<file path="config.mk">
export PLATFORM = sky130hd
export DESIGN_NAME = mlc_limit_comparator
export DESIGN_NICKNAME = d
export VERILOG_FILES = /design/src/hdl/mlc_pkg.sv /design/src/hdl/mlc_limit_comparator.sv
export SDC_FILE = /design/constraint.sdc
export NUM_CORES = 2
export LEC_CHECK = 0
export CAP_MARGIN = 10
export CORE_UTILIZATION = 59
export CTS_CLUSTER_DIAMETER = 50
export CTS_CLUSTER_SIZE = 14
export DETAILED_ROUTE_END_ITERATION = 7
export DONT_BUFFER_PORTS = 1
export PLACE_DENSITY = 0.77
export SLEW_MARGIN = 0
export SYNTH_ARGS = -nofsm -noshare
export SYNTH_HDL_FRONTEND = slang
export SYNTH_SLANG_ARGS = --single-unit
export TNS_END_PERCENT = 100
</file>
<file path="constraint.sdc">
create_clock -name clk_i -period 37.9 [get_ports clk_i]
set_clock_uncertainty 0.1 [all_clocks]
set_input_delay 1.895 -clock clk_i [delete_from_list [all_inputs] [get_ports clk_i]]
set_output_delay 1.895 -clock clk_i [all_outputs]
set_load 0.005 [all_outputs]
</file>
<file path="src/hdl/mlc_pkg.sv">
// constants and types for the multi-level limit comparator
package mlc_pkg;
   localparam int          MLC_NUM_LEVELS   = 5;
   localparam int          MLC_DW           = 32;
   localparam int          MLC_AW           = 8;
   // timing
   localparam int          MLC_CLK_PERIOD_NS = 10;
   localparam int          MLC_MS_NS         = 1000000;
   localparam int          MLC_MS_CYCLES     = MLC_MS_NS / MLC_CLK_PERIOD_NS;
   localparam int          MLC_BLINK_MS      = 250;
   // register offsets (byte addresses)
   localparam logic [7:0]  MLC_CTRL_OFS      = 8'h00;
   localparam logic [7:0]  MLC_HYST_W_OFS    = 8'h04;
   localparam logic [7:0]  MLC_HYST_T_OFS    = 8'h08;
   localparam logic [7:0]  MLC_ZBAND_OFS     = 8'h0c;
   localparam logic [7:0]  MLC_STATUS_OFS    = 8'h10;
   localparam logic [7:0]  MLC_ELAPSED_OFS   = 8'h14;
   localparam logic [3:0]  MLC_LVL_BASE_PAGE = 4'h2;
   localparam logic [1:0]  MLC_LVL_UPPER_IDX = 2'h0;
   localparam logic [1:0]  MLC_LVL_LOWER_IDX = 2'h1;
   localparam logic [1:0]  MLC_LVL_START_IDX = 2'h2;
   localparam logic [1:0]  MLC_LVL_END_IDX   = 2'h3;
   // control fields
   localparam int          MLC_CTRL_TIME_BIT = 0;
   localparam int          MLC_CTRL_GATE_BIT = 1;
   localparam int          MLC_CTRL_HYS_LSB  = 2;
   localparam logic [3:0]  MLC_CTRL_RESET    = 4'h0;
   localparam logic [31:0] MLC_WORD_RESET    = 32'h0000_0000;
   // status fields
   localparam int          MLC_ST_LVL_LSB    = 0;
   localparam int          MLC_ST_VLD_BIT    = 3;
   localparam int          MLC_ST_RES_LSB    = 4;
   localparam int          MLC_ST_FAIL_LSB   = 7;
   localparam int          MLC_ST_ZB_BIT     = 9;
   // hysteresis modes
   localparam logic [1:0]  MLC_HYS_UPLO      = 2'h0;
   localparam logic [1:0]  MLC_HYS_UPWARD    = 2'h1;
   localparam logic [1:0]  MLC_HYS_DOWNWARD  = 2'h2;

   typedef enum logic [1:0] {
      MLC_RES_NONE,
      MLC_RES_ABOVE,
      MLC_RES_WITHIN,
      MLC_RES_BELOW
   } mlc_res_e;
endpackage : mlc_pkg

</file>
<file path="src/hdl/mlc_limit_comparator.sv">
// five-level limit comparator with position/time level switching and hysteresis
//
// Decided for this implementation: strobed register access and the address map.
`timescale 1ns/1ps

module mlc_limit_comparator
   import mlc_pkg::*;
#(
   parameter int MS_CYCLES = mlc_pkg::MLC_MS_CYCLES,
   parameter int BLINK_MS  = mlc_pkg::MLC_BLINK_MS
) (
   // clock and reset
   input  wire logic                              clk_i,
   input  wire logic                              rst_n_i,
   // register port
   input  wire logic [mlc_pkg::MLC_AW-1:0]        reg_addr_i,
   input  wire logic [mlc_pkg::MLC_DW-1:0]        reg_wdata_i,
   input  wire logic                              reg_wr_i,
   input  wire logic                              reg_rd_i,
   output logic      [mlc_pkg::MLC_DW-1:0]        reg_rdata_o,
   // measurement and contacts
   input  wire logic                              sample_valid_i,
   input  wire logic signed [mlc_pkg::MLC_DW-1:0] sample_value_i,
   input  wire logic                              gate_i,
   input  wire logic [mlc_pkg::MLC_NUM_LEVELS-1:0] level_position_inputs_i,
   // result outputs
   output logic                                   above_upper_result_o,
   output logic                                   within_result_o,
   output logic                                   below_lower_result_o,
   output logic                                   fail_indicator_red_o,
   output logic                                   fail_indicator_orange_o,
   // level indicators
   output logic      [mlc_pkg::MLC_NUM_LEVELS-1:0] lvl_red_o,
   output logic      [mlc_pkg::MLC_NUM_LEVELS-1:0] lvl_green_o,
   output logic      [mlc_pkg::MLC_NUM_LEVELS-1:0] lvl_orange_o
);
   import mlc_pkg::*;

   localparam int NL = MLC_NUM_LEVELS;

   ////////////////////////////////////////////////////////////////////////////
   // reset release
   logic                   rst_q1_reg;
   logic                   rst_n;

   always_ff @(posedge clk_i or negedge rst_n_i) begin
      if (!rst_n_i) begin
         rst_q1_reg <= 1'b0;
         rst_n      <= 1'b0;
      end else begin
         rst_q1_reg <= 1'b1;
         rst_n      <= rst_q1_reg;
      end
   end

   ////////////////////////////////////////////////////////////////////////////
   // settings
   logic [3:0]             ctrl_reg;
   logic [MLC_DW-1:0]      hyst_w_reg;
   logic [MLC_DW-1:0]      hyst_t_reg;
   logic [MLC_DW-1:0]      zband_reg;
   logic signed [MLC_DW-1:0] upper_reg [NL];
   logic signed [MLC_DW-1:0] lower_reg [NL];
   logic signed [MLC_DW-1:0] start_reg [NL];
   logic signed [MLC_DW-1:0] end_reg   [NL];
   logic [3:0]             lvl_page;
   logic [2:0]             lvl_sel;
   logic                   lvl_hit;
   logic                   time_mode;
   logic                   gate_use;
   logic [1:0]             hys_mode;

   assign time_mode = ctrl_reg[MLC_CTRL_TIME_BIT];
   assign gate_use  = ctrl_reg[MLC_CTRL_GATE_BIT];
   assign hys_mode  = ctrl_reg[MLC_CTRL_HYS_LSB +: 2];
   assign lvl_page  = reg_addr_i[7:4] - MLC_LVL_BASE_PAGE;
   assign lvl_sel   = lvl_page[2:0];
   assign lvl_hit   = (reg_addr_i[7:4] >= MLC_LVL_BASE_PAGE) && (lvl_page < 4'(NL)) && (reg_addr_i[1:0] == 2'h0);

   always_ff @(posedge clk_i or negedge rst_n) begin
      if (!rst_n) begin
         ctrl_reg   <= MLC_CTRL_RESET;
         hyst_w_reg <= MLC_WORD_RESET;
         hyst_t_reg <= MLC_WORD_RESET;
         zband_reg  <= MLC_WORD_RESET;
         for (int i = 0; i < NL; i++) begin
            upper_reg[i] <= MLC_WORD_RESET;
            lower_reg[i] <= MLC_WORD_RESET;
            start_reg[i] <= MLC_WORD_RESET;
            end_reg[i]   <= MLC_WORD_RESET;
         end
      end else if (reg_wr_i) begin
         case (reg_addr_i)
            MLC_CTRL_OFS:   ctrl_reg   <= reg_wdata_i[3:0];
            MLC_HYST_W_OFS: hyst_w_reg <= reg_wdata_i;
            MLC_HYST_T_OFS: hyst_t_reg <= reg_wdata_i;
            MLC_ZBAND_OFS:  zband_reg  <= reg_wdata_i;
            default: begin
               if (lvl_hit) begin
                  case (reg_addr_i[3:2])
                     MLC_LVL_UPPER_IDX: upper_reg[lvl_sel] <= reg_wdata_i;
                     MLC_LVL_LOWER_IDX: lower_reg[lvl_sel] <= reg_wdata_i;
                     MLC_LVL_START_IDX: start_reg[lvl_sel] <= reg_wdata_i;
                     default:           end_reg[lvl_sel]   <= reg_wdata_i;
                  endcase
               end
            end
         endcase
      end
   end

   ////////////////////////////////////////////////////////////////////////////
   // gate, millisecond tick, elapsed time
   logic                   gate_eff;
   logic                   gate_q_reg;
   logic                   gate_rise;
   logic [31:0]            tick_cnt_reg;
   logic                   ms_tick;
   logic [MLC_DW-1:0]      elapsed_reg;

   // gate only counts when its use is enabled
   assign gate_eff  = gate_use ? gate_i : 1'b1;
   assign gate_rise = gate_eff && !gate_q_reg;
   assign ms_tick   = (tick_cnt_reg == 32'(MS_CYCLES - 1));

   always_ff @(posedge clk_i or negedge rst_n) begin
      if (!rst_n) begin
         gate_q_reg   <= 1'b0;
         tick_cnt_reg <= 32'h0;
      end else begin
         gate_q_reg   <= gate_eff;
         tick_cnt_reg <= ms_tick ? 32'h0 : tick_cnt_reg + 32'h1;
      end
   end

   // elapsed time restarts at gate assertion
   always_ff @(posedge clk_i or negedge rst_n) begin
      if (!rst_n) begin
         elapsed_reg <= MLC_WORD_RESET;
      end else if (gate_rise) begin
         elapsed_reg <= MLC_WORD_RESET;
      end else if (gate_eff && ms_tick && (elapsed_reg != 32'h7fff_ffff)) begin
         elapsed_reg <= elapsed_reg + 32'h1;
      end
   end

   ////////////////////////////////////////////////////////////////////////////
   // active level selection, lowest numbered level wins on overlap
   logic [NL-1:0]          lvl_on;
   logic                   act_vld;
   logic [2:0]             act_idx;

   for (genvar g = 0; g < NL; g++) begin : g_sel
      // position or time window, negative time skips
      assign lvl_on[g] = time_mode ?
                         (!start_reg[g][MLC_DW-1] && !end_reg[g][MLC_DW-1] &&
                          ($signed(elapsed_reg) >= start_reg[g]) && ($signed(elapsed_reg) < end_reg[g])) :
                         level_position_inputs_i[g];
   end

   always_comb begin
      act_vld = 1'b0;
      act_idx = 3'h0;
      for (int i = NL - 1; i >= 0; i--) begin
         if (lvl_on[i]) begin
            act_vld = 1'b1;
            act_idx = 3'(i);
         end
      end
   end

   ////////////////////////////////////////////////////////////////////////////
   // judgment with hysteresis
   mlc_res_e               res_reg [NL];
   mlc_res_e               cur;
   mlc_res_e               res_next;
   logic signed [MLC_DW+1:0] v_x;
   logic signed [MLC_DW+1:0] up_x;
   logic signed [MLC_DW+1:0] lo_x;
   logic signed [MLC_DW+1:0] hw_x;
   logic signed [MLC_DW+1:0] zb_x;
   logic                   over;
   logic                   under;
   logic                   in_zband;
   logic                   pend;
   logic                   pend_reg;
   logic                   tmr_done;
   logic [MLC_DW-1:0]      hyst_cnt_reg;
   logic                   prev_vld_reg;
   logic [2:0]             prev_idx_reg;
   logic                   lvl_moved;
   logic                   judge;
   logic                   zb_reg;

   assign v_x      = (MLC_DW+2)'(sample_value_i);
   assign up_x     = (MLC_DW+2)'(upper_reg[act_idx]);
   assign lo_x     = (MLC_DW+2)'(lower_reg[act_idx]);
   assign hw_x     = $signed({2'b00, hyst_w_reg});
   assign zb_x     = $signed({2'b00, zband_reg});
   assign over     = v_x > up_x;
   assign under    = v_x < lo_x;
   assign in_zband = (v_x <= zb_x) && (v_x >= -zb_x);
   // a zero hysteresis time means only the width releases the result
   assign tmr_done = (hyst_t_reg != 32'h0) && (hyst_cnt_reg >= hyst_t_reg);
   assign lvl_moved = (act_vld != prev_vld_reg) || (act_idx != prev_idx_reg);
   // judge only with gate on and a level active
   assign judge    = sample_valid_i && gate_eff && act_vld && !in_zband;

   always_comb begin
      cur      = (res_reg[act_idx] == MLC_RES_NONE) ? MLC_RES_WITHIN : res_reg[act_idx];
      res_next = cur;
      pend     = 1'b0;
      case (cur)
         MLC_RES_ABOVE: begin
            if (under) begin
               res_next = (hys_mode == MLC_HYS_UPWARD) ? MLC_RES_WITHIN : MLC_RES_BELOW;
            end else if (!over) begin
               if (hys_mode == MLC_HYS_DOWNWARD) begin
                  res_next = MLC_RES_WITHIN;
               end else if ((v_x <= up_x - hw_x) || tmr_done) begin
                  res_next = MLC_RES_WITHIN;
               end else begin
                  pend = 1'b1;
               end
            end
         end
         MLC_RES_BELOW: begin
            if (over) begin
               res_next = (hys_mode == MLC_HYS_DOWNWARD) ? MLC_RES_WITHIN : MLC_RES_ABOVE;
            end else if (!under) begin
               if (hys_mode == MLC_HYS_UPWARD) begin
                  res_next = MLC_RES_WITHIN;
               end else if ((v_x >= lo_x + hw_x) || tmr_done) begin
                  res_next = MLC_RES_WITHIN;
               end else begin
                  pend = 1'b1;
               end
            end
         end
         default: begin
            if (over) begin
               // downward above needs width or time
               if ((hys_mode != MLC_HYS_DOWNWARD) || (v_x > up_x + hw_x) || tmr_done) begin
                  res_next = MLC_RES_ABOVE;
               end else begin
                  pend = 1'b1;
               end
            end else if (under) begin
               // upward below needs width or time
               if ((hys_mode != MLC_HYS_UPWARD) || (v_x < lo_x - hw_x) || tmr_done) begin
                  res_next = MLC_RES_BELOW;
               end else begin
                  pend = 1'b1;
               end
            end
         end
      endcase
   end

   // per-level results, cleared at the start of each gated cycle
   always_ff @(posedge clk_i or negedge rst_n) begin
      if (!rst_n) begin
         for (int i = 0; i < NL; i++) begin
            res_reg[i] <= MLC_RES_NONE;
         end
      end else if (gate_rise) begin
         for (int i = 0; i < NL; i++) begin
            res_reg[i] <= MLC_RES_NONE;
         end
      end else if (judge) begin
         res_reg[act_idx] <= res_next;
      end
   end

   // hysteresis timer runs from re-crossing, cancelled on crossing back
   always_ff @(posedge clk_i or negedge rst_n) begin
      if (!rst_n) begin
         pend_reg     <= 1'b0;
         hyst_cnt_reg <= MLC_WORD_RESET;
         prev_vld_reg <= 1'b0;
         prev_idx_reg <= 3'h0;
      end else begin
         prev_vld_reg <= act_vld;
         prev_idx_reg <= act_idx;
         if (lvl_moved || gate_rise || !gate_eff) begin
            pend_reg     <= 1'b0;
            hyst_cnt_reg <= MLC_WORD_RESET;
         end else begin
            if (judge) begin
               pend_reg <= pend;
            end
            // keeps counting between samples as well, else a held value never releases
            if (judge && !pend) begin
               hyst_cnt_reg <= MLC_WORD_RESET;
            end else if ((judge ? pend : pend_reg) && ms_tick && (hyst_cnt_reg != 32'hffff_ffff)) begin
               hyst_cnt_reg <= hyst_cnt_reg + 32'h1;
            end
         end
      end
   end

   ////////////////////////////////////////////////////////////////////////////
   // outputs
   logic [MLC_DW-1:0]      blink_cnt_reg;
   logic                   blink_reg;
   logic [NL-1:0]          any_above;
   logic [NL-1:0]          any_below;
   mlc_res_e               act_res;

   assign act_res = res_reg[act_idx];

   always_ff @(posedge clk_i or negedge rst_n) begin
      if (!rst_n) begin
         blink_cnt_reg <= MLC_WORD_RESET;
         blink_reg     <= 1'b0;
      end else if (ms_tick) begin
         if (blink_cnt_reg >= 32'(BLINK_MS - 1)) begin
            blink_cnt_reg <= MLC_WORD_RESET;
            blink_reg     <= !blink_reg;
         end else begin
            blink_cnt_reg <= blink_cnt_reg + 32'h1;
         end
      end
   end

   // colour per level, active one blinks while gate on
   for (genvar g = 0; g < NL; g++) begin : g_ind
      assign any_above[g] = (res_reg[g] == MLC_RES_ABOVE);
      assign any_below[g] = (res_reg[g] == MLC_RES_BELOW);
      always_ff @(posedge clk_i or negedge rst_n) begin
         if (!rst_n) begin
            lvl_red_o[g]    <= 1'b0;
            lvl_green_o[g]  <= 1'b0;
            lvl_orange_o[g] <= 1'b0;
         end else begin
            if (gate_eff && act_vld && (act_idx == 3'(g)) && !blink_reg) begin
               lvl_red_o[g]    <= 1'b0;
               lvl_green_o[g]  <= 1'b0;
               lvl_orange_o[g] <= 1'b0;
            end else begin
               lvl_red_o[g]    <= any_above[g];
               lvl_green_o[g]  <= (res_reg[g] == MLC_RES_WITHIN);
               lvl_orange_o[g] <= any_below[g];
            end
         end
      end
   end

   always_ff @(posedge clk_i or negedge rst_n) begin
      if (!rst_n) begin
         zb_reg                  <= 1'b0;
         above_upper_result_o    <= 1'b0;
         within_result_o         <= 1'b0;
         below_lower_result_o    <= 1'b0;
         fail_indicator_red_o    <= 1'b0;
         fail_indicator_orange_o <= 1'b0;
      end else begin
         if (sample_valid_i) begin
            zb_reg <= in_zband;
         end
         // result outputs withheld when gate off or in zero band
         // results clear at gate rise, so stale ones must not reach the pins on that edge
         if (!gate_eff || gate_rise || !act_vld || zb_reg) begin
            above_upper_result_o <= 1'b0;
            within_result_o      <= 1'b0;
            below_lower_result_o <= 1'b0;
         end else begin
            above_upper_result_o <= (act_res == MLC_RES_ABOVE);
            within_result_o      <= (act_res == MLC_RES_WITHIN);
            below_lower_result_o <= (act_res == MLC_RES_BELOW);
         end
         fail_indicator_red_o    <= |any_above;
         fail_indicator_orange_o <= !(|any_above) && (|any_below);
      end
   end

   ////////////////////////////////////////////////////////////////////////////
   // register read, data valid the cycle after the strobe
   always_ff @(posedge clk_i or negedge rst_n) begin
      if (!rst_n) begin
         reg_rdata_o <= MLC_WORD_RESET;
      end else if (reg_rd_i) begin
         reg_rdata_o <= MLC_WORD_RESET;
         case (reg_addr_i)
            MLC_CTRL_OFS:    reg_rdata_o <= {28'h0, ctrl_reg};
            MLC_HYST_W_OFS:  reg_rdata_o <= hyst_w_reg;
            MLC_HYST_T_OFS:  reg_rdata_o <= hyst_t_reg;
            MLC_ZBAND_OFS:   reg_rdata_o <= zband_reg;
            MLC_ELAPSED_OFS: reg_rdata_o <= elapsed_reg;
            MLC_STATUS_OFS: begin
               reg_rdata_o[MLC_ST_LVL_LSB +: 3] <= act_idx;
               reg_rdata_o[MLC_ST_VLD_BIT]      <= act_vld;
               reg_rdata_o[MLC_ST_RES_LSB +: 3] <= {below_lower_result_o, within_result_o, above_upper_result_o};
               reg_rdata_o[MLC_ST_FAIL_LSB +: 2] <= {fail_indicator_orange_o, fail_indicator_red_o};
               reg_rdata_o[MLC_ST_ZB_BIT]       <= zb_reg;
            end
            default: begin
               if (lvl_hit) begin
                  case (reg_addr_i[3:2])
                     MLC_LVL_UPPER_IDX: reg_rdata_o <= upper_reg[lvl_sel];
                     MLC_LVL_LOWER_IDX: reg_rdata_o <= lower_reg[lvl_sel];
                     MLC_LVL_START_IDX: reg_rdata_o <= start_reg[lvl_sel];
                     default:           reg_rdata_o <= end_reg[lvl_sel];
                  endcase
               end
            end
         endcase
      end else begin
         reg_rdata_o <= MLC_WORD_RESET;
      end
   end

endmodule // mlc_limit_comparator

</file>
==> results by group <==
Finish
  • P&R area growth vs syn: 8.09%
  • Fin util: around 64%
  • Final Net Count: 7512
  • # fillers: slightly below 9000
  • Fraction of layout cells with a size suffix above 1: between 10% and 20%

Clocking
  • H-tree lvl count: 3
  • CTS Buf Count: between 100 and 150
  • CTS hold repair buffers: 0
  • Root Driver: clkbuf_16
  • CTS sink cnt: 940
  • Post_cts resized: 0
  • Clk slew on worst S/H paths: 0.06 ns
  • Clock Latency Late Sink: 0.74 ns
  • CTS tree: done
  • Clock Tree Buf Depth: 3
  • # Post-CTS Setup Buffers: 0

Place
  • HPWL Detailed: 167000 µm
  • GPL Wtd Cong: just over 1
  • Buffers on Ports: 0

Die
  • Initial core utilization: approximately 60%
  • DIE WIDTH: ~340 µm
  • Rows: roughly 120
  • Die area: ~110000 µm²
  • Ports: 135
  • DIE HEIGHT: between 300 and 400 µm
  • CORE AREA: 111000 µm²

Synthesis
  • #FFs+latches synth: 940
  • Most instantiated library cell after synthesis: dfrtp_1
  • Area leader, netlist: dfrtp_1
  • Ys async rst share: 100%
  • Synth Area per Inst: 9.64 µm²
  • Top cells by count, synth: 940 x dfrtp_1, 752 x ha_1, 645 x nand2_1
  • Share of the synthesized area in the top cell type: 35.8%
  • Top cells by area, synth: dfrtp_1 36%, ha_1 14%, mux2_2 7.5%
  • Distinct cells, synth: between 100 and 150
  • Syn Nets: approximately 7700
  • Synth Flop Type: dfrtp_1
  • Gate Count Post-Synth: slightly below 7000
  • Seq/Total Area, Yosys: 35.8%
  • EDFF count, synth: 0
  • Synthesized area: 65700 µm²
  • Synth warnings: 0

Power
  • Leak: 34.4 nW
  • Power density cells: 41.7 nW/µm²
  • VDD IR max: 0.0464 mV

Worst setup path
  • Worst path most repeated cell: nor2_1
  • Cell family with most CP delay: simple AND/OR/NAND/NOR gates
  • Startpoint types: flop
  • Crit path kind: flop to flop
  • Instance count on the critical path: 38
  • Critical Path AT: 13.70 ns
  • R2R cell count: 38
  • Critical path peak fanout: 42
  • CP endpoint kind: flop
  • Max incr delay on CP: 0.95 ns
  • Cell at the slowest stage of the critical path: nor4_1
  • Reg2reg setup slack: 24.70 ns
  • CP required: 38.40 ns
  • WP buf/inv: 1

STA
  • Setup TNS: 0 ns
  • Final setup viols: 0
  • RSZ-0062 raised after global routing: no
  • F_max: 75.8 MHz
  • Tmin final: 13.20 ns
  • Final Slew Violations: 0
  • Rel. slew slack: 12.6%
  • Final Hold Fails: 0
  • Worst hold slack: roughly 0.18 ns
  • Fin crit share: 34.8%
  • Slew @ Worst Pin: 1.30 ns

Global routing
  • Initial antenna violation count: 14
  • Largest net degree at the start of global routing: 161
  • Gr usage total: between 40% and 50%
  • First-pass GRT wire length: between 300000 and 400000 µm
  • Grt ovf: 0
  • Vias in the first global route: between 50000 and 60000

Detailed routing
  • WL final: 230000 µm
  • Antenna Nets Post-Route: 0
  • Vias per cell: 6.74
  • WL/cell: 27.8 µm
  • Pre-antenna DRT Iters: 8
  • 1st-iter DRT viols: 6584
  • Vias: 55600
  • Residual DRC: 0

Job
  • Max-Cap Viols: 0

Min path
  • Worst min path class: flop to asynchronous set/reset pin

Run status
  • Outcome: finished clean
==> routing by layer <==
layer,part of all wire [%],track usage (%),vias up
li1,-,-,24200
met1,37,50.2,27300
met2,43,60.5,3205
met3,12,13.1,843
met4,8.0,27.4,10
met5,0.028,0,-
==> layout by cell type (no fill, tap or decap), types with 17 or more instances in the layout <==
cell         n
dfrtp_1    939
ha_1       751
nand2_1    644
inv_1      581
o21ai_0    467
mux2_2     437
nor2_1     417
a21oi_1    290
xnor2_1    148
mux4_2     137
a21o_1     130
nand4_1    129
nand3_1    113
clkbuf_16  104
o22ai_1    103
buf_4      101
xor2_1      97
nor3_1      82
mux2i_1     78
a22oi_1     67
a31oi_1     58
nor2b_1     55
o41ai_1     54
nor4_1      53
nand2b_1    52
and3_1      48
o21bai_1    37
a211oi_1    32
a21oi_2     30
a221oi_1    28
and4_1      26
or3_1       25
o21a_1      24
o211ai_1    23
nor2_4      19
o31ai_1     17
a221o_1     17
==> power by group <==
part	internal, mW	switching, mW
clock	0.627	0.464
sequential	1.04	0.0460
combinational	0.312	0.466
total	1.98	0.975
==> cells by family (layout without fill, tap and decap cells) <==
logic type	count (synthesis)	after routing	share of synthesized area, %
DFF	940	940	35.8
xor gates and xnor gates	245	245	3.27
AOI/OAI and AO/OA	1527	1527	15.1
muxes	653	653	13.4
other	1	7	0.00571
adders and majority gates	756	756	14.4
and+or+nand+nor	1760	1760	12.6
buffers and inverters	929	872	5.38
==> final cells by class <==
type	instances	area [µm²]	share of cell area [%]
repair buffers	103	783	1.10
clock inverters	62	896	1.26
clock buffers	125	2770	3.90
diodes	6	15.0	0.0211
inverters	582	2180	3.08
flip-flops and latches	940	23500	33.1
well taps	1488	1860	2.62
multi-input cells	4942	39000	54.9
==> per-stage QoR <==
step           instances  power [mW]  setup slack (ns)  cell area (µm²)
3_3_place_gp        8054        1.84             25.43            67300
6_report            8248        2.96             24.70            71000
2_1_floorplan       6811        1.65              9.66            65700
3_5_place_dp        8054        1.86             25.07            67300
4_1_cts             8241        2.94             24.94            71000
5_1_grt             8245        3.07             24.35            71000
==> path summary, 6_finish.rpt <==
path                                 start             end
max                        elapsed_reg[23]      res_reg[4]
min                                  rst_n   start_reg[67]
max reg2reg                elapsed_reg[23]      res_reg[4]
min reg2reg                          rst_n   start_reg[67]
max in group asynchronous            rst_n  hyst_t_reg[29]
min in group clk_i              rst_q1_reg           rst_n
(Power assumes the default switching activity.)
